===== src/rtl/ipm_pkg.sv =====
package ipm_pkg;

  // ==========================================================
  // Sources, in polling order
  localparam int          IPM_NSRC      = 7;
  localparam logic [2:0]  IPM_SRC_EXT0  = 3'h0;
  localparam logic [2:0]  IPM_SRC_WDOG  = 3'h1;
  localparam logic [2:0]  IPM_SRC_TMR0  = 3'h2;
  localparam logic [2:0]  IPM_SRC_EXT1  = 3'h3;
  localparam logic [2:0]  IPM_SRC_TMR1  = 3'h4;
  localparam logic [2:0]  IPM_SRC_SER   = 3'h5;
  localparam logic [2:0]  IPM_SRC_TMR2  = 3'h6;

  // Index 0 is the last element
  localparam logic [6:0][15:0] IPM_VECTORS = {
    16'h002b, 16'h0023, 16'h001b, 16'h0013,
    16'h000b, 16'h0053, 16'h0003};

  // ==========================================================
  // Register offsets
  localparam logic [7:0]  IPM_OFF_ENABLE   = 8'h00;
  localparam logic [7:0]  IPM_OFF_PRIO_LO  = 8'h04;
  localparam logic [7:0]  IPM_OFF_PRIO_HI  = 8'h08;
  localparam logic [7:0]  IPM_OFF_POWER    = 8'h0c;
  localparam logic [7:0]  IPM_OFF_EXT_MODE = 8'h10;
  localparam logic [7:0]  IPM_OFF_FLAGS    = 8'h14;
  localparam logic [7:0]  IPM_OFF_DISPATCH = 8'h18;
  localparam logic [7:0]  IPM_OFF_EVT_STAT = 8'h1c;
  localparam logic [7:0]  IPM_OFF_EVT_MASK = 8'h20;

  // ==========================================================
  // Fields and reset values
  localparam int          IPM_PWR_DOZE_BIT  = 0;
  localparam int          IPM_PWR_SLEEP_BIT = 1;
  localparam int          IPM_EVT_TAKE      = 0;
  localparam int          IPM_EVT_IDLE_EXIT = 1;
  localparam int          IPM_EVT_WAKE      = 2;
  localparam logic [6:0]  IPM_RST_ENABLE    = 7'h00;
  localparam logic [6:0]  IPM_RST_PRIO      = 7'h00;
  localparam logic [1:0]  IPM_RST_EXT_MODE  = 2'h0;
  localparam logic [2:0]  IPM_RST_EVT_MASK  = 3'h0;
  localparam logic [1:0]  IPM_RESP_OKAY     = 2'h0;
  localparam logic [1:0]  IPM_RESP_SLVERR   = 2'h2;

  typedef enum logic [2:0] {
    IPM_PWR_RUN    = 3'h0,
    IPM_PWR_DOZE   = 3'h1,
    IPM_PWR_SLEEP  = 3'h3,
    IPM_PWR_WAKE   = 3'h2,
    IPM_PWR_RESUME = 3'h6
  } ipm_pwr_e;

endpackage


===== src/rtl/ipm_ctrl.sv =====
// The placing of the registers and register access over AXI4-Lite were left to the implementer.
`timescale 1ns/1ps
module ipm_ctrl #(
  parameter int ADDR_W = 8
) (
  input  wire logic              clk_in,
  input  wire logic              rst_in,
  input  wire logic [ADDR_W-1:0] s_axi_awaddr_in,
  input  wire logic              s_axi_awvalid_in,
  output logic                   s_axi_awready_out,
  input  wire logic [31:0]       s_axi_wdata_in,
  input  wire logic [3:0]        s_axi_wstrb_in,
  input  wire logic              s_axi_wvalid_in,
  output logic                   s_axi_wready_out,
  output logic [1:0]             s_axi_bresp_out,
  output logic                   s_axi_bvalid_out,
  input  wire logic              s_axi_bready_in,
  input  wire logic [ADDR_W-1:0] s_axi_araddr_in,
  input  wire logic              s_axi_arvalid_in,
  output logic                   s_axi_arready_out,
  output logic [31:0]            s_axi_rdata_out,
  output logic [1:0]             s_axi_rresp_out,
  output logic                   s_axi_rvalid_out,
  input  wire logic              s_axi_rready_in,
  input  wire logic              ext0_pin_n_in,
  input  wire logic              ext1_pin_n_in,
  input  wire logic              wdog_req_in,
  input  wire logic              timer0_overflow_flag_in,
  input  wire logic              timer1_overflow_flag_in,
  input  wire logic              serial_tx_done_in,
  input  wire logic              serial_rx_done_in,
  input  wire logic              timer2_overflow_flag_in,
  input  wire logic              timer2_ext_flag_in,
  input  wire logic              irq_ack_in,
  input  wire logic              irq_return_in,
  input  wire logic              core_ale_in,
  input  wire logic              core_prog_store_strobe_n_n_in,
  output logic                   irq_req_out,
  output logic [15:0]            irq_vector_out,
  output logic                   core_halt_out,
  output logic                   clk_stop_out,
  output logic                   addr_latch_strobe_out,
  output logic                   prog_store_strobe_n_out,
  output logic                   irq_out
);

  if (ADDR_W < 8 || ADDR_W > 32) begin : g_bad_addr
    $error("ipm_ctrl: ADDR_W must be 8 to 32");
  end

  localparam int N = ipm_pkg::IPM_NSRC;

  // ==========================================================
  // Register decode, shared by read and write
  function automatic logic [3:0] reg_sel(input logic [ADDR_W-1:0] a);
    logic [7:0] lo;
    lo = a[7:0];
    if (ADDR_W > 8 && (a >> 8) != '0) return 4'hf;
    unique case ({lo[7:2], 2'h0})
      ipm_pkg::IPM_OFF_ENABLE:   return 4'h0;
      ipm_pkg::IPM_OFF_PRIO_LO:  return 4'h1;
      ipm_pkg::IPM_OFF_PRIO_HI:  return 4'h2;
      ipm_pkg::IPM_OFF_POWER:    return 4'h3;
      ipm_pkg::IPM_OFF_EXT_MODE: return 4'h4;
      ipm_pkg::IPM_OFF_FLAGS:    return 4'h5;
      ipm_pkg::IPM_OFF_DISPATCH: return 4'h6;
      ipm_pkg::IPM_OFF_EVT_STAT: return 4'h7;
      ipm_pkg::IPM_OFF_EVT_MASK: return 4'h8;
      default:                   return 4'hf;
    endcase
  endfunction

  // Highest in-service level
  function automatic logic [1:0] top_lvl(input logic [3:0] s);
    for (int i = 3; i >= 0; i--) begin
      if (s[i]) return 2'(i);
    end
    return 2'h0;
  endfunction

  ipm_pkg::ipm_pwr_e pwr_q;
  logic [N-1:0]      en_q, plo_q, phi_q, raw, pend;
  logic [1:0]        mode_q, ext_s1_q, ext_s2_q, ext_d_q, edge_q;
  logic [1:0]        wake_src_q, wake_latch_q, ext_low, ext_fall, ext_flag, wake_cand;
  logic [3:0]        isr_q, isr_d;
  logic [2:0]        evt_q, evt_set, mask_q, idx_q;
  logic [1:0]        lvl_q;
  logic              req_q, take, wake_go, grant;
  logic [2:0]        grant_idx;
  logic [1:0]        grant_lvl;
  logic              awready_q, wready_q, bvalid_q, arready_q, rvalid_q;
  logic [ADDR_W-1:0] awaddr_q, araddr_q;
  logic [31:0]       wdata_q, rdata_q;
  logic [3:0]        wstrb_q, wsel, rsel;
  logic [1:0]        bresp_q, rresp_q;
  logic              wr_exec, rd_exec, halt_q, stop_q, ale_q, prog_store_strobe_n_n_q, irq_q;

  // ==========================================================
  // External pins: two-flop sync, then edge and level
  always_ff @(posedge clk_in) begin
    if (rst_in) begin
      ext_s1_q <= 2'h3;
      ext_s2_q <= 2'h3;
      ext_d_q  <= 2'h3;
    end else begin
      ext_s1_q <= {ext1_pin_n_in, ext0_pin_n_in};
      ext_s2_q <= ext_s1_q;
      ext_d_q  <= ext_s2_q;
    end
  end

  assign ext_low   = ~ext_s2_q;
  assign ext_fall  = ext_d_q & ~ext_s2_q;
  assign take      = irq_ack_in & req_q;

  for (genvar j = 0; j < 2; j++) begin : g_ext
    localparam logic [2:0] SRC = j ? ipm_pkg::IPM_SRC_EXT1 : ipm_pkg::IPM_SRC_EXT0;
    // Edge flag: a new edge in the taking cycle is kept
    always_ff @(posedge clk_in) begin
      if (rst_in) begin
        edge_q[j] <= 1'b0;
      end else if (mode_q[j] && ext_fall[j]) begin
        edge_q[j] <= 1'b1;
      end else if (take && idx_q == SRC) begin
        edge_q[j] <= 1'b0;
      end
    end
    assign ext_flag[j]  = mode_q[j] ? edge_q[j] : (ext_low[j] | wake_latch_q[j]);
    assign wake_cand[j] = ext_low[j] && en_q[SRC] && !mode_q[j];
  end

  // ==========================================================
  // Request gathering and arbitration
  assign raw = {timer2_overflow_flag_in | timer2_ext_flag_in,
                serial_tx_done_in | serial_rx_done_in,
                timer1_overflow_flag_in, ext_flag[1], timer0_overflow_flag_in,
                wdog_req_in, ext_flag[0]};
  // Clock is stopped in power-down, so nothing is offered there
  assign pend = (pwr_q == ipm_pkg::IPM_PWR_SLEEP || pwr_q == ipm_pkg::IPM_PWR_WAKE) ?
                '0 : raw & en_q;

  ipm_arbiter #(.NSRC(N)) u_arb (
    .clk_in        (clk_in),
    .rst_in        (rst_in),
    .req_in        (pend),
    .prio_lo_in    (plo_q),
    .prio_hi_in    (phi_q),
    .active_in     (|isr_q),
    .cur_lvl_in    (top_lvl(isr_q)),
    .grant_out     (grant),
    .grant_idx_out (grant_idx),
    .grant_lvl_out (grant_lvl)
  );

  // Offer drops for one cycle after a take so the new level can settle
  always_ff @(posedge clk_in) begin
    if (rst_in) begin
      req_q          <= 1'b0;
      idx_q          <= 3'h0;
      lvl_q          <= 2'h0;
      irq_vector_out <= 16'h0000;
    end else begin
      req_q          <= grant && !take;
      idx_q          <= grant_idx;
      lvl_q          <= grant_lvl;
      irq_vector_out <= ipm_pkg::IPM_VECTORS[grant_idx];
    end
  end

  always_comb begin
    isr_d = isr_q;
    if (irq_return_in) isr_d[top_lvl(isr_q)] = 1'b0;
    if (take) isr_d[lvl_q] = 1'b1;
  end

  always_ff @(posedge clk_in) begin
    if (rst_in) isr_q <= 4'h0;
    else isr_q <= isr_d;
  end

  // ==========================================================
  // Power state
  assign wake_go = pwr_q == ipm_pkg::IPM_PWR_WAKE && !(|(wake_src_q & ext_low));

  always_ff @(posedge clk_in) begin
    if (rst_in) begin
      pwr_q      <= ipm_pkg::IPM_PWR_RUN;
      wake_src_q <= 2'h0;
    end else begin
      unique case (pwr_q)
        ipm_pkg::IPM_PWR_RUN: begin
          if (wr_exec && wsel == 4'h3 && wstrb_q[0]) begin
            if (wdata_q[ipm_pkg::IPM_PWR_SLEEP_BIT]) pwr_q <= ipm_pkg::IPM_PWR_SLEEP;
            else if (wdata_q[ipm_pkg::IPM_PWR_DOZE_BIT]) pwr_q <= ipm_pkg::IPM_PWR_DOZE;
          end
        end
        ipm_pkg::IPM_PWR_DOZE: begin
          if (take) pwr_q <= ipm_pkg::IPM_PWR_RUN;
        end
        ipm_pkg::IPM_PWR_SLEEP: begin
          if (|wake_cand) begin
            pwr_q      <= ipm_pkg::IPM_PWR_WAKE;
            wake_src_q <= wake_cand;
          end
        end
        ipm_pkg::IPM_PWR_WAKE: begin
          if (wake_go) pwr_q <= ipm_pkg::IPM_PWR_RESUME;
        end
        ipm_pkg::IPM_PWR_RESUME: begin
          if (take) pwr_q <= ipm_pkg::IPM_PWR_RUN;
        end
        default: pwr_q <= ipm_pkg::IPM_PWR_RUN;
      endcase
    end
  end

  // Pin is high again by now, so the level request is held here
  always_ff @(posedge clk_in) begin
    if (rst_in) wake_latch_q <= 2'h0;
    else if (wake_go) wake_latch_q <= wake_src_q;
    else if (take && idx_q == ipm_pkg::IPM_SRC_EXT0) wake_latch_q[0] <= 1'b0;
    else if (take && idx_q == ipm_pkg::IPM_SRC_EXT1) wake_latch_q[1] <= 1'b0;
  end

  // Outputs lag the state by one clock
  always_ff @(posedge clk_in) begin
    if (rst_in) begin
      halt_q   <= 1'b0;
      stop_q   <= 1'b0;
      ale_q    <= 1'b1;
      prog_store_strobe_n_n_q <= 1'b1;
    end else begin
      halt_q <= pwr_q != ipm_pkg::IPM_PWR_RUN;
      stop_q <= pwr_q == ipm_pkg::IPM_PWR_SLEEP;
      unique case (pwr_q)
        ipm_pkg::IPM_PWR_RUN: begin
          ale_q    <= core_ale_in;
          prog_store_strobe_n_n_q <= core_prog_store_strobe_n_n_in;
        end
        ipm_pkg::IPM_PWR_SLEEP, ipm_pkg::IPM_PWR_WAKE: begin
          ale_q    <= 1'b0;
          prog_store_strobe_n_n_q <= 1'b0;
        end
        default: begin
          ale_q    <= 1'b1;
          prog_store_strobe_n_n_q <= 1'b1;
        end
      endcase
    end
  end

  // ==========================================================
  // Event status, cleared by reading it; a new event wins
  assign evt_set = {wake_go, take && pwr_q == ipm_pkg::IPM_PWR_DOZE, take};

  always_ff @(posedge clk_in) begin
    if (rst_in) begin
      evt_q <= 3'h0;
      irq_q <= 1'b0;
    end else begin
      evt_q <= ((rd_exec && rsel == 4'h7) ? 3'h0 : evt_q) | evt_set;
      irq_q <= |(evt_q & mask_q);
    end
  end

  // ==========================================================
  // AXI4-Lite write
  assign wsel    = reg_sel(awaddr_q);
  assign wr_exec = !awready_q && !wready_q && !bvalid_q;

  always_ff @(posedge clk_in) begin
    if (rst_in) begin
      awready_q <= 1'b1;
      wready_q  <= 1'b1;
      bvalid_q  <= 1'b0;
      bresp_q   <= ipm_pkg::IPM_RESP_OKAY;
      awaddr_q  <= '0;
      wdata_q   <= 32'h0000_0000;
      wstrb_q   <= 4'h0;
    end else begin
      if (awready_q && s_axi_awvalid_in) begin
        awready_q <= 1'b0;
        awaddr_q  <= s_axi_awaddr_in;
      end
      if (wready_q && s_axi_wvalid_in) begin
        wready_q <= 1'b0;
        wdata_q  <= s_axi_wdata_in;
        wstrb_q  <= s_axi_wstrb_in;
      end
      if (wr_exec) begin
        bvalid_q <= 1'b1;
        bresp_q  <= (wsel == 4'hf) ? ipm_pkg::IPM_RESP_SLVERR : ipm_pkg::IPM_RESP_OKAY;
      end
      if (bvalid_q && s_axi_bready_in) begin
        bvalid_q  <= 1'b0;
        awready_q <= 1'b1;
        wready_q  <= 1'b1;
      end
    end
  end

  always_ff @(posedge clk_in) begin
    if (rst_in) begin
      en_q   <= ipm_pkg::IPM_RST_ENABLE;
      plo_q  <= ipm_pkg::IPM_RST_PRIO;
      phi_q  <= ipm_pkg::IPM_RST_PRIO;
      mode_q <= ipm_pkg::IPM_RST_EXT_MODE;
      mask_q <= ipm_pkg::IPM_RST_EVT_MASK;
    end else if (wr_exec && wstrb_q[0]) begin
      unique case (wsel)
        4'h0:    en_q   <= wdata_q[N-1:0];
        4'h1:    plo_q  <= wdata_q[N-1:0];
        4'h2:    phi_q  <= wdata_q[N-1:0];
        4'h4:    mode_q <= wdata_q[1:0];
        4'h8:    mask_q <= wdata_q[2:0];
        default: ;
      endcase
    end
  end

  // ==========================================================
  // AXI4-Lite read
  assign rsel    = reg_sel(araddr_q);
  assign rd_exec = !arready_q && !rvalid_q;

  always_ff @(posedge clk_in) begin
    if (rst_in) begin
      arready_q <= 1'b1;
      rvalid_q  <= 1'b0;
      araddr_q  <= '0;
      rdata_q   <= 32'h0000_0000;
      rresp_q   <= ipm_pkg::IPM_RESP_OKAY;
    end else begin
      if (arready_q && s_axi_arvalid_in) begin
        arready_q <= 1'b0;
        araddr_q  <= s_axi_araddr_in;
      end
      if (rd_exec) begin
        rvalid_q <= 1'b1;
        rresp_q  <= (rsel == 4'hf) ? ipm_pkg::IPM_RESP_SLVERR : ipm_pkg::IPM_RESP_OKAY;
        unique case (rsel)
          4'h0:    rdata_q <= 32'(en_q);
          4'h1:    rdata_q <= 32'(plo_q);
          4'h2:    rdata_q <= 32'(phi_q);
          4'h3:    rdata_q <= 32'({pwr_q[1], pwr_q == ipm_pkg::IPM_PWR_DOZE});
          4'h4:    rdata_q <= 32'(mode_q);
          4'h5:    rdata_q <= 32'(raw);
          4'h6:    rdata_q <= 32'({pwr_q, isr_q, req_q, idx_q});
          4'h7:    rdata_q <= 32'(evt_q);
          4'h8:    rdata_q <= 32'(mask_q);
          default: rdata_q <= 32'h0000_0000;
        endcase
      end
      if (rvalid_q && s_axi_rready_in) begin
        rvalid_q  <= 1'b0;
        arready_q <= 1'b1;
      end
    end
  end

  assign s_axi_awready_out       = awready_q;
  assign s_axi_wready_out        = wready_q;
  assign s_axi_bvalid_out        = bvalid_q;
  assign s_axi_bresp_out         = bresp_q;
  assign s_axi_arready_out       = arready_q;
  assign s_axi_rvalid_out        = rvalid_q;
  assign s_axi_rdata_out         = rdata_q;
  assign s_axi_rresp_out         = rresp_q;
  assign irq_req_out             = req_q;
  assign core_halt_out           = halt_q;
  assign clk_stop_out            = stop_q;
  assign addr_latch_strobe_out   = ale_q;
  assign prog_store_strobe_n_out = prog_store_strobe_n_n_q;
  assign irq_out                 = irq_q;
endmodule // ipm_ctrl


===== src/rtl/ipm_arbiter.sv =====
`timescale 1ns/1ps
module ipm_arbiter #(
  parameter int NSRC = 7
) (
  input  wire logic            clk_in,
  input  wire logic            rst_in,
  input  wire logic [NSRC-1:0] req_in,
  input  wire logic [NSRC-1:0] prio_lo_in,
  input  wire logic [NSRC-1:0] prio_hi_in,
  input  wire logic            active_in,
  input  wire logic [1:0]      cur_lvl_in,
  output logic                 grant_out,
  output logic [2:0]           grant_idx_out,
  output logic [1:0]           grant_lvl_out
);

  if (NSRC < 1 || NSRC > 8) begin : g_bad_nsrc
    $error("ipm_arbiter: NSRC must be 1 to 8");
  end

  logic            found;
  logic [1:0]      best_lvl;
  logic [2:0]      best_idx;
  logic [NSRC-1:0] same_lvl;

  // ==========================================================
  // Highest level wins, lower poll index breaks ties
  always_comb begin
    found    = 1'b0;
    best_lvl = 2'h0;
    best_idx = 3'h0;
    for (int i = NSRC - 1; i >= 0; i--) begin
      if (req_in[i] && (!found || {prio_hi_in[i], prio_lo_in[i]} >= best_lvl)) begin
        found    = 1'b1;
        best_lvl = {prio_hi_in[i], prio_lo_in[i]};
        best_idx = 3'(i);
      end
    end
    // Only a strictly higher level preempts
    grant_out     = found && (!active_in || best_lvl > cur_lvl_in);
    grant_idx_out = best_idx;
    grant_lvl_out = best_lvl;
  end

  for (genvar g = 0; g < NSRC; g++) begin : g_same
    assign same_lvl[g] = req_in[g] && {prio_hi_in[g], prio_lo_in[g]} == best_lvl;
  end
endmodule // ipm_arbiter


===== config.mk =====
export PLATFORM = sky130hd
export DESIGN_NAME = ipm_ctrl
export DESIGN_NICKNAME = d
export VERILOG_FILES = /design/src/rtl/ipm_pkg.sv /design/src/rtl/ipm_ctrl.sv /design/src/rtl/ipm_arbiter.sv
export SDC_FILE = /design/constraint.sdc
export NUM_CORES = 1
export LEC_CHECK = 0
export ABC_AREA = 1
export CAP_MARGIN = 20
export CORE_MARGIN = 2
export CORE_UTILIZATION = 30
export CTS_CLUSTER_DIAMETER = 200
export DETAILED_ROUTE_END_ITERATION = 8
export DONT_BUFFER_PORTS = 1
export GPL_TIMING_DRIVEN = 0
export SLEW_MARGIN = 5
export SYNTH_ARGS = -nofsm -noshare
export SYNTH_HDL_FRONTEND = slang
export SYNTH_HIERARCHICAL = 1
export SYNTH_SLANG_ARGS = --single-unit

===== constraint.sdc =====
create_clock -name clk_in -period 9.7 [get_ports clk_in]
set_clock_uncertainty 0.1 [all_clocks]
set_input_delay 1.94 -clock clk_in [delete_from_list [all_inputs] [get_ports clk_in]]
set_output_delay 1.94 -clock clk_in [all_outputs]
set_load 0.02 [all_outputs]

==> results of run 1 <==
cell families after synthesis:
family                     after synthesis
other                                    1
AOI/OAI and AO/OA                      143
adders and majority gates               14
buffers and inverters                  150
and+or+nand+nor                        349
DFF                                    102
stage by stage:
stage	setup slack (ns)	hold WS [ns]	power [mW]
after floorplan	1.610	0.2895	0.6354
after global placement	0.5713	0.2976	0.6838
after detailed placement	0.6102	0.3005	0.6859
after CTS	0.9448	0.3172	1.037
after global routing	0.2561	0.3394	1.084
final	1.095	0.3124	1.030
cells in the final DEF, fill, tap and decap left out, types with 4 or more instances in the layout:
master,netlist,final
ha_1,14,14
a21oi_1,63,63
o21ai_0,61,61
dfxtp_1,102,102
nor2_1,90,90
o22ai_1,4,4
nor3_1,6,5
inv_1,95,95
buf_4,35,35
nand3_1,62,62
clkbuf_16,0,9
nor2_2,4,4
or2_2,4,4
or2_1,4,4
nand2_1,135,135
nor2_4,7,7
conb_1,1,33
clkbuf_1,10,11
nand4_1,22,22
report_power, final:
group          internal, mW  switching, mW  leakage (nW)
registers             0.447         0.0361         0.830
logic                0.0608          0.134          1.55
clock network         0.184          0.169         0.138
worst paths after layout:
path	cells after the start	slack [ns]	from	endpoint
setup reg to reg	58	1.82	pwr_q[1]	irq_req_out
hold reg to reg	1	0.31	ext_s1_q[0]	ext_s2_q[0]
setup / recovery	55	1.10	timer2_ext_flag_in	irq_req_out
hold / removal	1	0.31	ext_s1_q[0]	ext_s2_q[0]
sequential cells by signal (all words and copies together) (netlist names), 3 cells and up:
name and flops:
en_q 7, idx_q 3, isr_q 4, s_axi_rdata_out 11, araddr_q 6, irq_vector_out 5
pwr_q 3, evt_q 3, awaddr_q 6, plo_q 7, mask_q 3, wdata_q 7
phi_q 7
final cells by class:
type	count	area, µm²	area share
clock buffer	11	242.7	0.04020
multi-input combinational	539	2684	0.4445
sequential	102	2042	0.3382
buffer	53	372.9	0.06175
inverter	97	369.1	0.06113
tap	225	281.5	0.04662
clock inverter	5	46.29	0.007667
metal layers:
| layer | wire length [µm] | vias up | track usage |
|---|---|---|---|
| li1 | - | 2504 | - |
| met3 | 1088 | 16 | 0.04047 |
| met5 | 0 | - | 0 |
| met4 | 232 | 0 | 0.05269 |
| met2 | 6587 | 167 | 0.2606 |
| met1 | 6800 | 2211 | 0.2258 |
Yosys cell counts (2+ instances only):
cell	count
a211oi_1	2
a21oi_1	63
a32oi_1	2
and2_1	2
buf_2	2
buf_4	35
buf_6	2
clkbuf_1	10
clkbuf_8	2
dfxtp_1	102
ha_1	14
inv_1	95
nand2_1	135
nand2_2	2
nand3_1	62
nand3_4	2
nand3b_1	2
nand4_1	22
nor2_1	90
nor2_2	4
nor2_4	7
nor3_1	6
o211ai_1	2
o21a_1	2
o21ai_0	61
o21bai_1	2
o22ai_1	4
or2_1	4
or2_2	4
what timing repair did:
| item | 4_1_cts | 5_1_grt |
|---|---|---|
| endpoints found under the setup margin | 0 | 1 |
| hold buffers | 0 | 0 |
| gates resized for setup | 0 | 1 |
critical path, delay by kind of cell:
kind	cells	cell delay (ns)
AO/OA/AOI/OAI	7	1.10
adder cells (fa/ha/maj)	7	1.84
AND/OR/NAND/NOR	32	3.29
buffers and inverters	9	0.62
==> flow_metrics.env, run 1 <==
export IMPL_grt_overflow_total=0
export IMPL_ys_seq_area_frac=0.3822
export IMPL_avgViaCountPerCell=4.746
export IMPL_portBuffers=0
export IMPL_cap_violations=0
export IMPL_die_y_um=137.5
export IMPL_cts_tree="yes"
export IMPL_dp_cells=1016
export IMPL_grt_pass1_vias=4457
export IMPL_drc=0
export IMPL_worstMarginPinSlew_ns=0.6633
export IMPL_cp_arrival_ns=8.80
export IMPL_setup_viol=0
export IMPL_dpl_hpwl_um=11550
export IMPL_status="complete, no violations"
export IMPL_grt_pass1_wl_um=23870
export IMPL_yosys_area_share_adder=0.03279
export IMPL_synth_avg_cell_area_um2=7.039
export IMPL_hp_class="reg2reg"
export IMPL_rows=48
export IMPL_synth_area_leader_cell="dfxtp_1"
export IMPL_yosysTopAreaCellShare=0.3822
export IMPL_ys_warn_count=6
export IMPL_final_util=0.3479
export IMPL_cts_path_max_buffers=2
export IMPL_antenna_found_initial=0
export IMPL_p_per_area_nw_per_um2=170.6
export IMPL_cp_required_ns=9.89
export IMPL_wl_per_cell_um=14.25
export IMPL_synth_edff_count=0
export IMPL_grt_max_degree=18
export IMPL_hold_violations=0
export IMPL_tns_ns=0
export IMPL_endpoint_kind="flip-flop"
export IMPL_critical_path_class="in2reg"
export IMPL_drt_iter0_markers=393
export IMPL_synth_seq_cells=102
export IMPL_clk_latency_ns=0.36
export IMPL_muxShareOfSynthArea=0
export IMPL_dieArea_um2=18890
export IMPL_yosys_area_share_xor_xnor=0
export IMPL_netlist_area_um2=5343
export IMPL_drive_gt1_frac=0.1029
export IMPL_cts_root_buf="clkbuf_16"
export IMPL_ioPinCount=135
export IMPL_synthTopCellsByArea="dfxtp_1 38%, nand2_1 9.5%, inv_1 6.7%, nor2_1 6.3%, a21oi_1 5.9%"
export IMPL_cp_start_kind="primary input"
export IMPL_slew_violations=0
export IMPL_drt_pass1_iter_count=5
export IMPL_synth_main_ff_cell="dfxtp_1"
export IMPL_path_clk_slew_ns=0.07
export IMPL_synth_compound_area_frac=0.1424
export IMPL_layout_nets=888
export IMPL_crit_top_cell="nand2_1"
export IMPL_leakage_nw=2.519
export IMPL_final_period_utilization=0.8871
export IMPL_htree_levels=3
export IMPL_wl_um=14710
export IMPL_critPathSlowestCell="ha_1"
export IMPL_num_antenna_cells=0
export IMPL_vias=4898
export IMPL_synth_distinct_cells=46
export IMPL_antenna_left=0
export IMPL_slew_headroom=0.5578
export IMPL_fin_crit_ns=8.605
export IMPL_synthCells=759
export IMPL_synth_simple_area_share=0.3030
export IMPL_start_util=0.3078
export IMPL_stdcell_area_um2=6038
export IMPL_max_stage_delay_ns=0.30
export IMPL_core_area_um2=17360
export IMPL_synth_top_family_by_area="simple AND/OR/NAND/NOR gates"
export IMPL_ir_drop_mv=0.1433
export IMPL_nFillCells=1852
export IMPL_stdcell_count=1032
export IMPL_path_max_fanout=8
export IMPL_grt_usage=0.1667
export IMPL_cts_buffers=9
export IMPL_synthArstFlopShare=0
export IMPL_rsz0062_at_grt="no"
export IMPL_placed_area_um2=5744
export IMPL_cts_setup_buffers=0
export IMPL_die_w_um=137.5
export IMPL_max_freq_ghz=0.1162
export IMPL_area_growth_syn_to_layout_pct=13.02
export IMPL_clock_sinks=102
export IMPL_gp_congestion=0.9619
Note: power is estimated with default switching activity, not from simulation.
==> run 2: changes to the inputs <==
--- a/config.mk
+++ b/config.mk
@@ -5,7 +5,7 @@
 export SDC_FILE = /design/constraint.sdc
 export NUM_CORES = 1
 export LEC_CHECK = 0
-export ABC_AREA = 1
+export ABC_AREA = 0
 export CAP_MARGIN = 20
 export CORE_MARGIN = 2
 export CORE_UTILIZATION = 30
==> run 2 against run 1 <==
Largest power group unchanged. Via count decreased by 8.0%. Design area up 2.2%. Critical path depth down 16. Critical endpoint unchanged. Flip-flop and latch count unchanged. Clock power shrank 5%. Fmax fell by 8.5%. Critical path type unchanged.
==> flow_metrics.env, run 2 <==
export IMPL_ioPinCount=135
export IMPL_synthArstFlopShare=0
export IMPL_final_util=0.3591
export IMPL_cts_root_buf="clkbuf_16"
export IMPL_pre_cts_ws_ns=-0.7124
export IMPL_ir_drop_mv=0.09472
export IMPL_grt_overflow_total=0
export IMPL_setup_viol=0
export IMPL_synth_edff_count=0
export IMPL_slew_headroom=0.4156
export IMPL_path_max_fanout=6
export IMPL_regArea_um2=2042
export IMPL_synth_area_leader_cell="dfxtp_1"
export IMPL_critical_path_class="in2reg"
export IMPL_max_freq_ghz=0.1063
export IMPL_final_period_utilization=0.9700
export IMPL_worstMarginPinSlew_ns=0.8747
export IMPL_grt_max_degree=16
export IMPL_dieArea_um2=18460
export IMPL_hold_violations=0
export IMPL_drt_iter0_markers=321
export IMPL_cp_required_ns=9.85
export IMPL_status="complete, no violations"
export IMPL_crit_buf_inv=4
export IMPL_antenna_left=0
export IMPL_ys_warn_count=6
export IMPL_clock_sinks=102
export IMPL_yosys_area_share_adder=0.03357
export IMPL_yosys_area_share_xor_xnor=0
export IMPL_cts_buffers=9
export IMPL_max_stage_delay_ns=0.44
export IMPL_drive_gt1_frac=0.1817
export IMPL_synth_compound_area_frac=0.1609
export IMPL_placed_area_um2=5619
export IMPL_grt_pass1_vias=4013
export IMPL_avgViaCountPerCell=5.055
export IMPL_final_cell_mix="102 x dfxtp_1, 60 x nor2_1, 51 x nand2_1, 49 x buf_4, 45 x a21oi_1"
export IMPL_start_util=0.3038
export IMPL_path_clk_slew_ns=0.07
export IMPL_synth_common_cells="102 x dfxtp_1, 60 x nor2_1, 53 x nand2_1, 47 x a21oi_1, 35 x buf_4"
export IMPL_netlist_area_um2=5218
export IMPL_nFillCells=1797
export IMPL_clk_latency_ns=0.35
export IMPL_synth_top_family_by_area="simple AND/OR/NAND/NOR gates"
export IMPL_die_y_um=135.9
export IMPL_holdWs_ns=0.3103
export IMPL_critPathSlowestCell="a221o_2"
export IMPL_die_w_um=135.9
export IMPL_synth_most_common_cell="dfxtp_1"
export IMPL_cts_tree="yes"
export IMPL_ys_seq_area_frac=0.3914
export IMPL_antenna_found_initial=0
export IMPL_synthCells=605
export IMPL_wl_um=14820
export IMPL_tns_ns=0
export IMPL_leakage_nw=2.648
export IMPL_wl_per_cell_um=16.63
export IMPL_multi_input_area_um2=3025
export IMPL_area_growth_syn_to_layout_pct=18.23
export IMPL_cp_arrival_ns=9.55
export IMPL_muxShareOfSynthArea=0.08082
export IMPL_largest_reg_flops=11
export IMPL_synth_avg_cell_area_um2=8.624
export IMPL_endpoint_kind="flip-flop"
export IMPL_crit_top_cell="ha_1"
export IMPL_synth_distinct_cells=68
export IMPL_cts_path_max_buffers=2
export IMPL_synthTopCellsByArea="dfxtp_1 39%, mux2i_1 6.5%, buf_4 5.0%, a21oi_1 4.5%, nor2_1 4.3%"
export IMPL_fin_crit_ns=9.409
export IMPL_synth_seq_cells=102
export IMPL_hp_class="reg2reg"
export IMPL_vias=4504
export IMPL_final_common_cell="dfxtp_1"
export IMPL_layout_nets=749
export IMPL_drc=0
export IMPL_grt_usage=0.1589
export IMPL_slew_violations=0
export IMPL_gp_congestion=0.8606
export IMPL_dpl_hpwl_um=10890
export IMPL_cap_violations=0
export IMPL_core_area_um2=17180
export IMPL_synth_simple_area_share=0.2475
export IMPL_drt_pass1_iter_count=5
export IMPL_fin_ws_ns=0.2912
export IMPL_synth_main_ff_cell="dfxtp_1"
export IMPL_cp_top_family="compound AO/OA/AOI/OAI gates"
export IMPL_cp_start_kind="primary input"
export IMPL_grt_pass1_wl_um=22570
export IMPL_num_antenna_cells=0
export IMPL_yosysTopAreaCellShare=0.3914
export IMPL_rows=48
export IMPL_hold_buffers=0
export IMPL_htree_levels=3
export IMPL_portBuffers=0
export IMPL_stdcell_area_um2=6168
export IMPL_p_per_area_nw_per_um2=138.4
==> run 2: area by class of cell <==
cell class / count / share of cell area
clock buffers: 11 / 0.03935
multi-input cells: 453 / 0.4905
plain buffers: 62 / 0.05984
inverters: 20 / 0.01217
well taps: 225 / 0.04564
clock inverters: 3 / 0.003651
flip-flops and latches: 102 / 0.3310
repair buffers: 15 / 0.01785
==> run 2: logic make-up (layout without fill, tap and decap cells) <==
logic type | after synthesis | count (layout)
AOI/OAI and AO/OA | 123 | 123
adders and majority gates | 14 | 14
buffers and inverters | 82 | 111
DFF | 102 | 102
muxes | 39 | 39
other | 1 | 33
and+or+nand+nor | 244 | 244
==> run 2: path summary, 6_finish.rpt <==
kind / from / end / slack, ns / cells after the start
max: timer2_ext_flag_in / irq_req_out / 0.29 / 39
min: ext_s1_q[0] / ext_s2_q[0] / 0.31 / 1
max reg2reg: pwr_q[1] / irq_req_out / 1.11 / 37
min reg2reg: ext_s1_q[0] / ext_s2_q[0] / 0.31 / 1
==> run 2: through the flow <==
step / total power, mW / cells
floorplan: 0.5067 / 637
global placement: 0.5242 / 862
detailed placement: 0.5250 / 862
CTS: 0.8581 / 880
global route: 0.8841 / 891
finish: 0.8535 / 891
==> run 2: layer usage <==
layer | routed length [µm] | GRT usage
met3 | 1180 | 0.03766
met1 | 6977 | 0.2311
met4 | 215 | 0.03704
met5 | 0 | 0
met2 | 6444 | 0.2371
==> run 2: timing repair <==
action	in CTS	in global routing
buffers inserted	4	10
setup endpoints to repair	4	6
pin swaps	6	18
gates resized for setup	7	25
==> run 2: power breakdown <==
group	switching [mW]	total, mW	internal [mW]
Combinational	0.0508	0.0760	0.0251
Clock	0.158	0.336	0.178
Sequential	0.0134	0.441	0.428
Total	0.222	0.854	0.631
==> run 3: changes to the inputs <==
--- a/config.mk
+++ b/config.mk
@@ -13,6 +13,7 @@
 export DETAILED_ROUTE_END_ITERATION = 8
 export DONT_BUFFER_PORTS = 1
 export GPL_TIMING_DRIVEN = 0
+export REMOVE_ABC_BUFFERS = 1
 export SLEW_MARGIN = 5
 export SYNTH_ARGS = -nofsm -noshare
 export SYNTH_HDL_FRONTEND = slang
==> run 3 against run 2 <==
Non-clock buffer count shrank 59. Critical path depth grew 1. Total power increased by 6.6%. Combinational power shrank 42%. Clock-buffer cell count decreased by 1. Die area stayed put. Final cell count decreased by 6.5%. Via count is 7.2% lower. Sequential power increased by 2%. Setup slack got worse by 0.11 ns. Worst hold slack got worse by 0.0018 ns.
==> flow_metrics.env, run 3 (same netlist as run 2, synthesis figures left out) <==
export IMPL_clk_latency_ns=0.35
export IMPL_wl_um=13380
export IMPL_placed_area_um2=5261
export IMPL_num_antenna_cells=0
export IMPL_tns_ns=0
export IMPL_hold_violations=0
export IMPL_die_y_um=135.9
export IMPL_grt_usage=0.1448
export IMPL_dpl_hpwl_um=9479
export IMPL_cap_violations=0
export IMPL_gp_congestion=0.8022
export IMPL_path_clk_slew_ns=0.07
export IMPL_p_total_uw=910.2
export IMPL_ir_drop_mv=0.08190
export IMPL_dp_cells=801
export IMPL_largest_reg_flops=11
export IMPL_cts_path_max_buffers=2
export IMPL_worstMarginPinSlew_ns=0.8618
export IMPL_final_period_utilization=0.9812
export IMPL_drt_pass1_iter_count=5
export IMPL_endpoint_kind="flip-flop"
export IMPL_grt_pass1_vias=3811
export IMPL_vias=4179
export IMPL_setup_viol=0
export IMPL_drive_gt1_frac=0.1530
export IMPL_avgViaCountPerCell=5.017
export IMPL_cp_start_kind="primary input"
export IMPL_antenna_left=0
export IMPL_portBuffers=0
export IMPL_dieArea_um2=18460
export IMPL_cts_root_buf="clkbuf_16"
export IMPL_final_common_cell="dfxtp_1"
export IMPL_slew_headroom=0.4242
export IMPL_grt_pass1_wl_um=20940
export IMPL_slew_violations=0
export IMPL_cp_required_ns=9.84
export IMPL_drc=0
export IMPL_critical_path_class="in2reg"
export IMPL_rows=48
export IMPL_cts_tree="yes"
export IMPL_htree_levels=3
export IMPL_start_util=0.3038
export IMPL_final_util=0.3460
export IMPL_critPathSlowestCell="a221o_2"
export IMPL_antenna_found_initial=1
export IMPL_core_area_um2=17180
export IMPL_stdcell_area_um2=5943
export IMPL_ioPinCount=135
export IMPL_die_w_um=135.9
export IMPL_final_cell_mix="102 x dfxtp_1, 59 x nor2_1, 50 x nand2_1, 44 x a21oi_1, 34 x mux2i_1"
export IMPL_layout_nets=690
export IMPL_cp_arrival_ns=9.66
export IMPL_max_freq_ghz=0.1051
export IMPL_wl_per_cell_um=16.06
export IMPL_crit_top_cell="ha_1"
export IMPL_fin_crit_ns=9.518
export IMPL_clock_sinks=102
export IMPL_r2r_cells=40
export IMPL_leakage_nw=2.490
export IMPL_path_max_fanout=5
export IMPL_cts_buffers=9
export IMPL_worstHoldPathCells=1
export IMPL_stdcell_count=833
export IMPL_drt_iter0_markers=308
export IMPL_status="complete, no violations"
export IMPL_area_growth_syn_to_layout_pct=13.91
export IMPL_grt_overflow_total=0
export IMPL_max_stage_delay_ns=0.44
export IMPL_grt_max_degree=95
export IMPL_hp_class="reg2reg"
export IMPL_p_per_area_nw_per_um2=153.1
run 3: stage by stage:
stage                     hold slack (ns)  setup WS (ns)
after floorplan                    0.2895        0.02051
after global placement             0.2929        -0.7247
after detailed placement           0.2936        -0.8345
after CTS                          0.3107        0.02276
after global routing               0.3227       -0.09771
final                              0.3085         0.1821
run 3: path summary, 6_finish.rpt:
path / startpoint / endpoint / slack [ns]
max: timer2_ext_flag_in / irq_req_out / 0.18
min: ext_s1_q[0] / ext_s2_q[0] / 0.31
max reg2reg: pwr_q[1] / irq_req_out / 1.07
min reg2reg: ext_s1_q[0] / ext_s2_q[0] / 0.31
run 3: what timing repair did:
item	in CTS	in global routing
endpoints found under the setup margin	4	4
hold buffers	0	0
setup buffers	7	10
gates resized for setup	9	30
pin swaps	7	18
run 3: where the power goes:
| group | switching, mW | internal, mW |
|---|---|---|
| combinational | 0.0302 | 0.0140 |
| sequential | 0.0205 | 0.428 |
| clock | 0.159 | 0.259 |
| total | 0.210 | 0.701 |
run 3: cell type report:
cell class | count | area (µm²)
clock buffers | 10 | 239.0
clock inverters | 5 | 106.4
fillers | 1826 | 11230
inverters | 20 | 75.07
multi-input cells | 453 | 3060
flip-flops and latches | 102 | 2042
well taps | 225 | 281.5
repair buffers | 18 | 138.9
run 3: layer usage:
metal | vias up | global-route usage | part of all wire
met3 | 4 | 0.04101 | 0.079
met1 | 1989 | 0.2029 | 0.46
met2 | 118 | 0.2211 | 0.45
met4 | 0 | 0.03183 | 0.0058
met5 | - | 0 | 0
li1 | 2068 | - | -
run 3: worst max-delay path, delay by kind of cell:
family                     cells  cell delay (ns)
muxes                          1             0.27
and+or+nand+nor               15             2.45
AOI/OAI and AO/OA             14             2.85
adders and majority gates      7             1.90
buffers and inverters          3             0.24
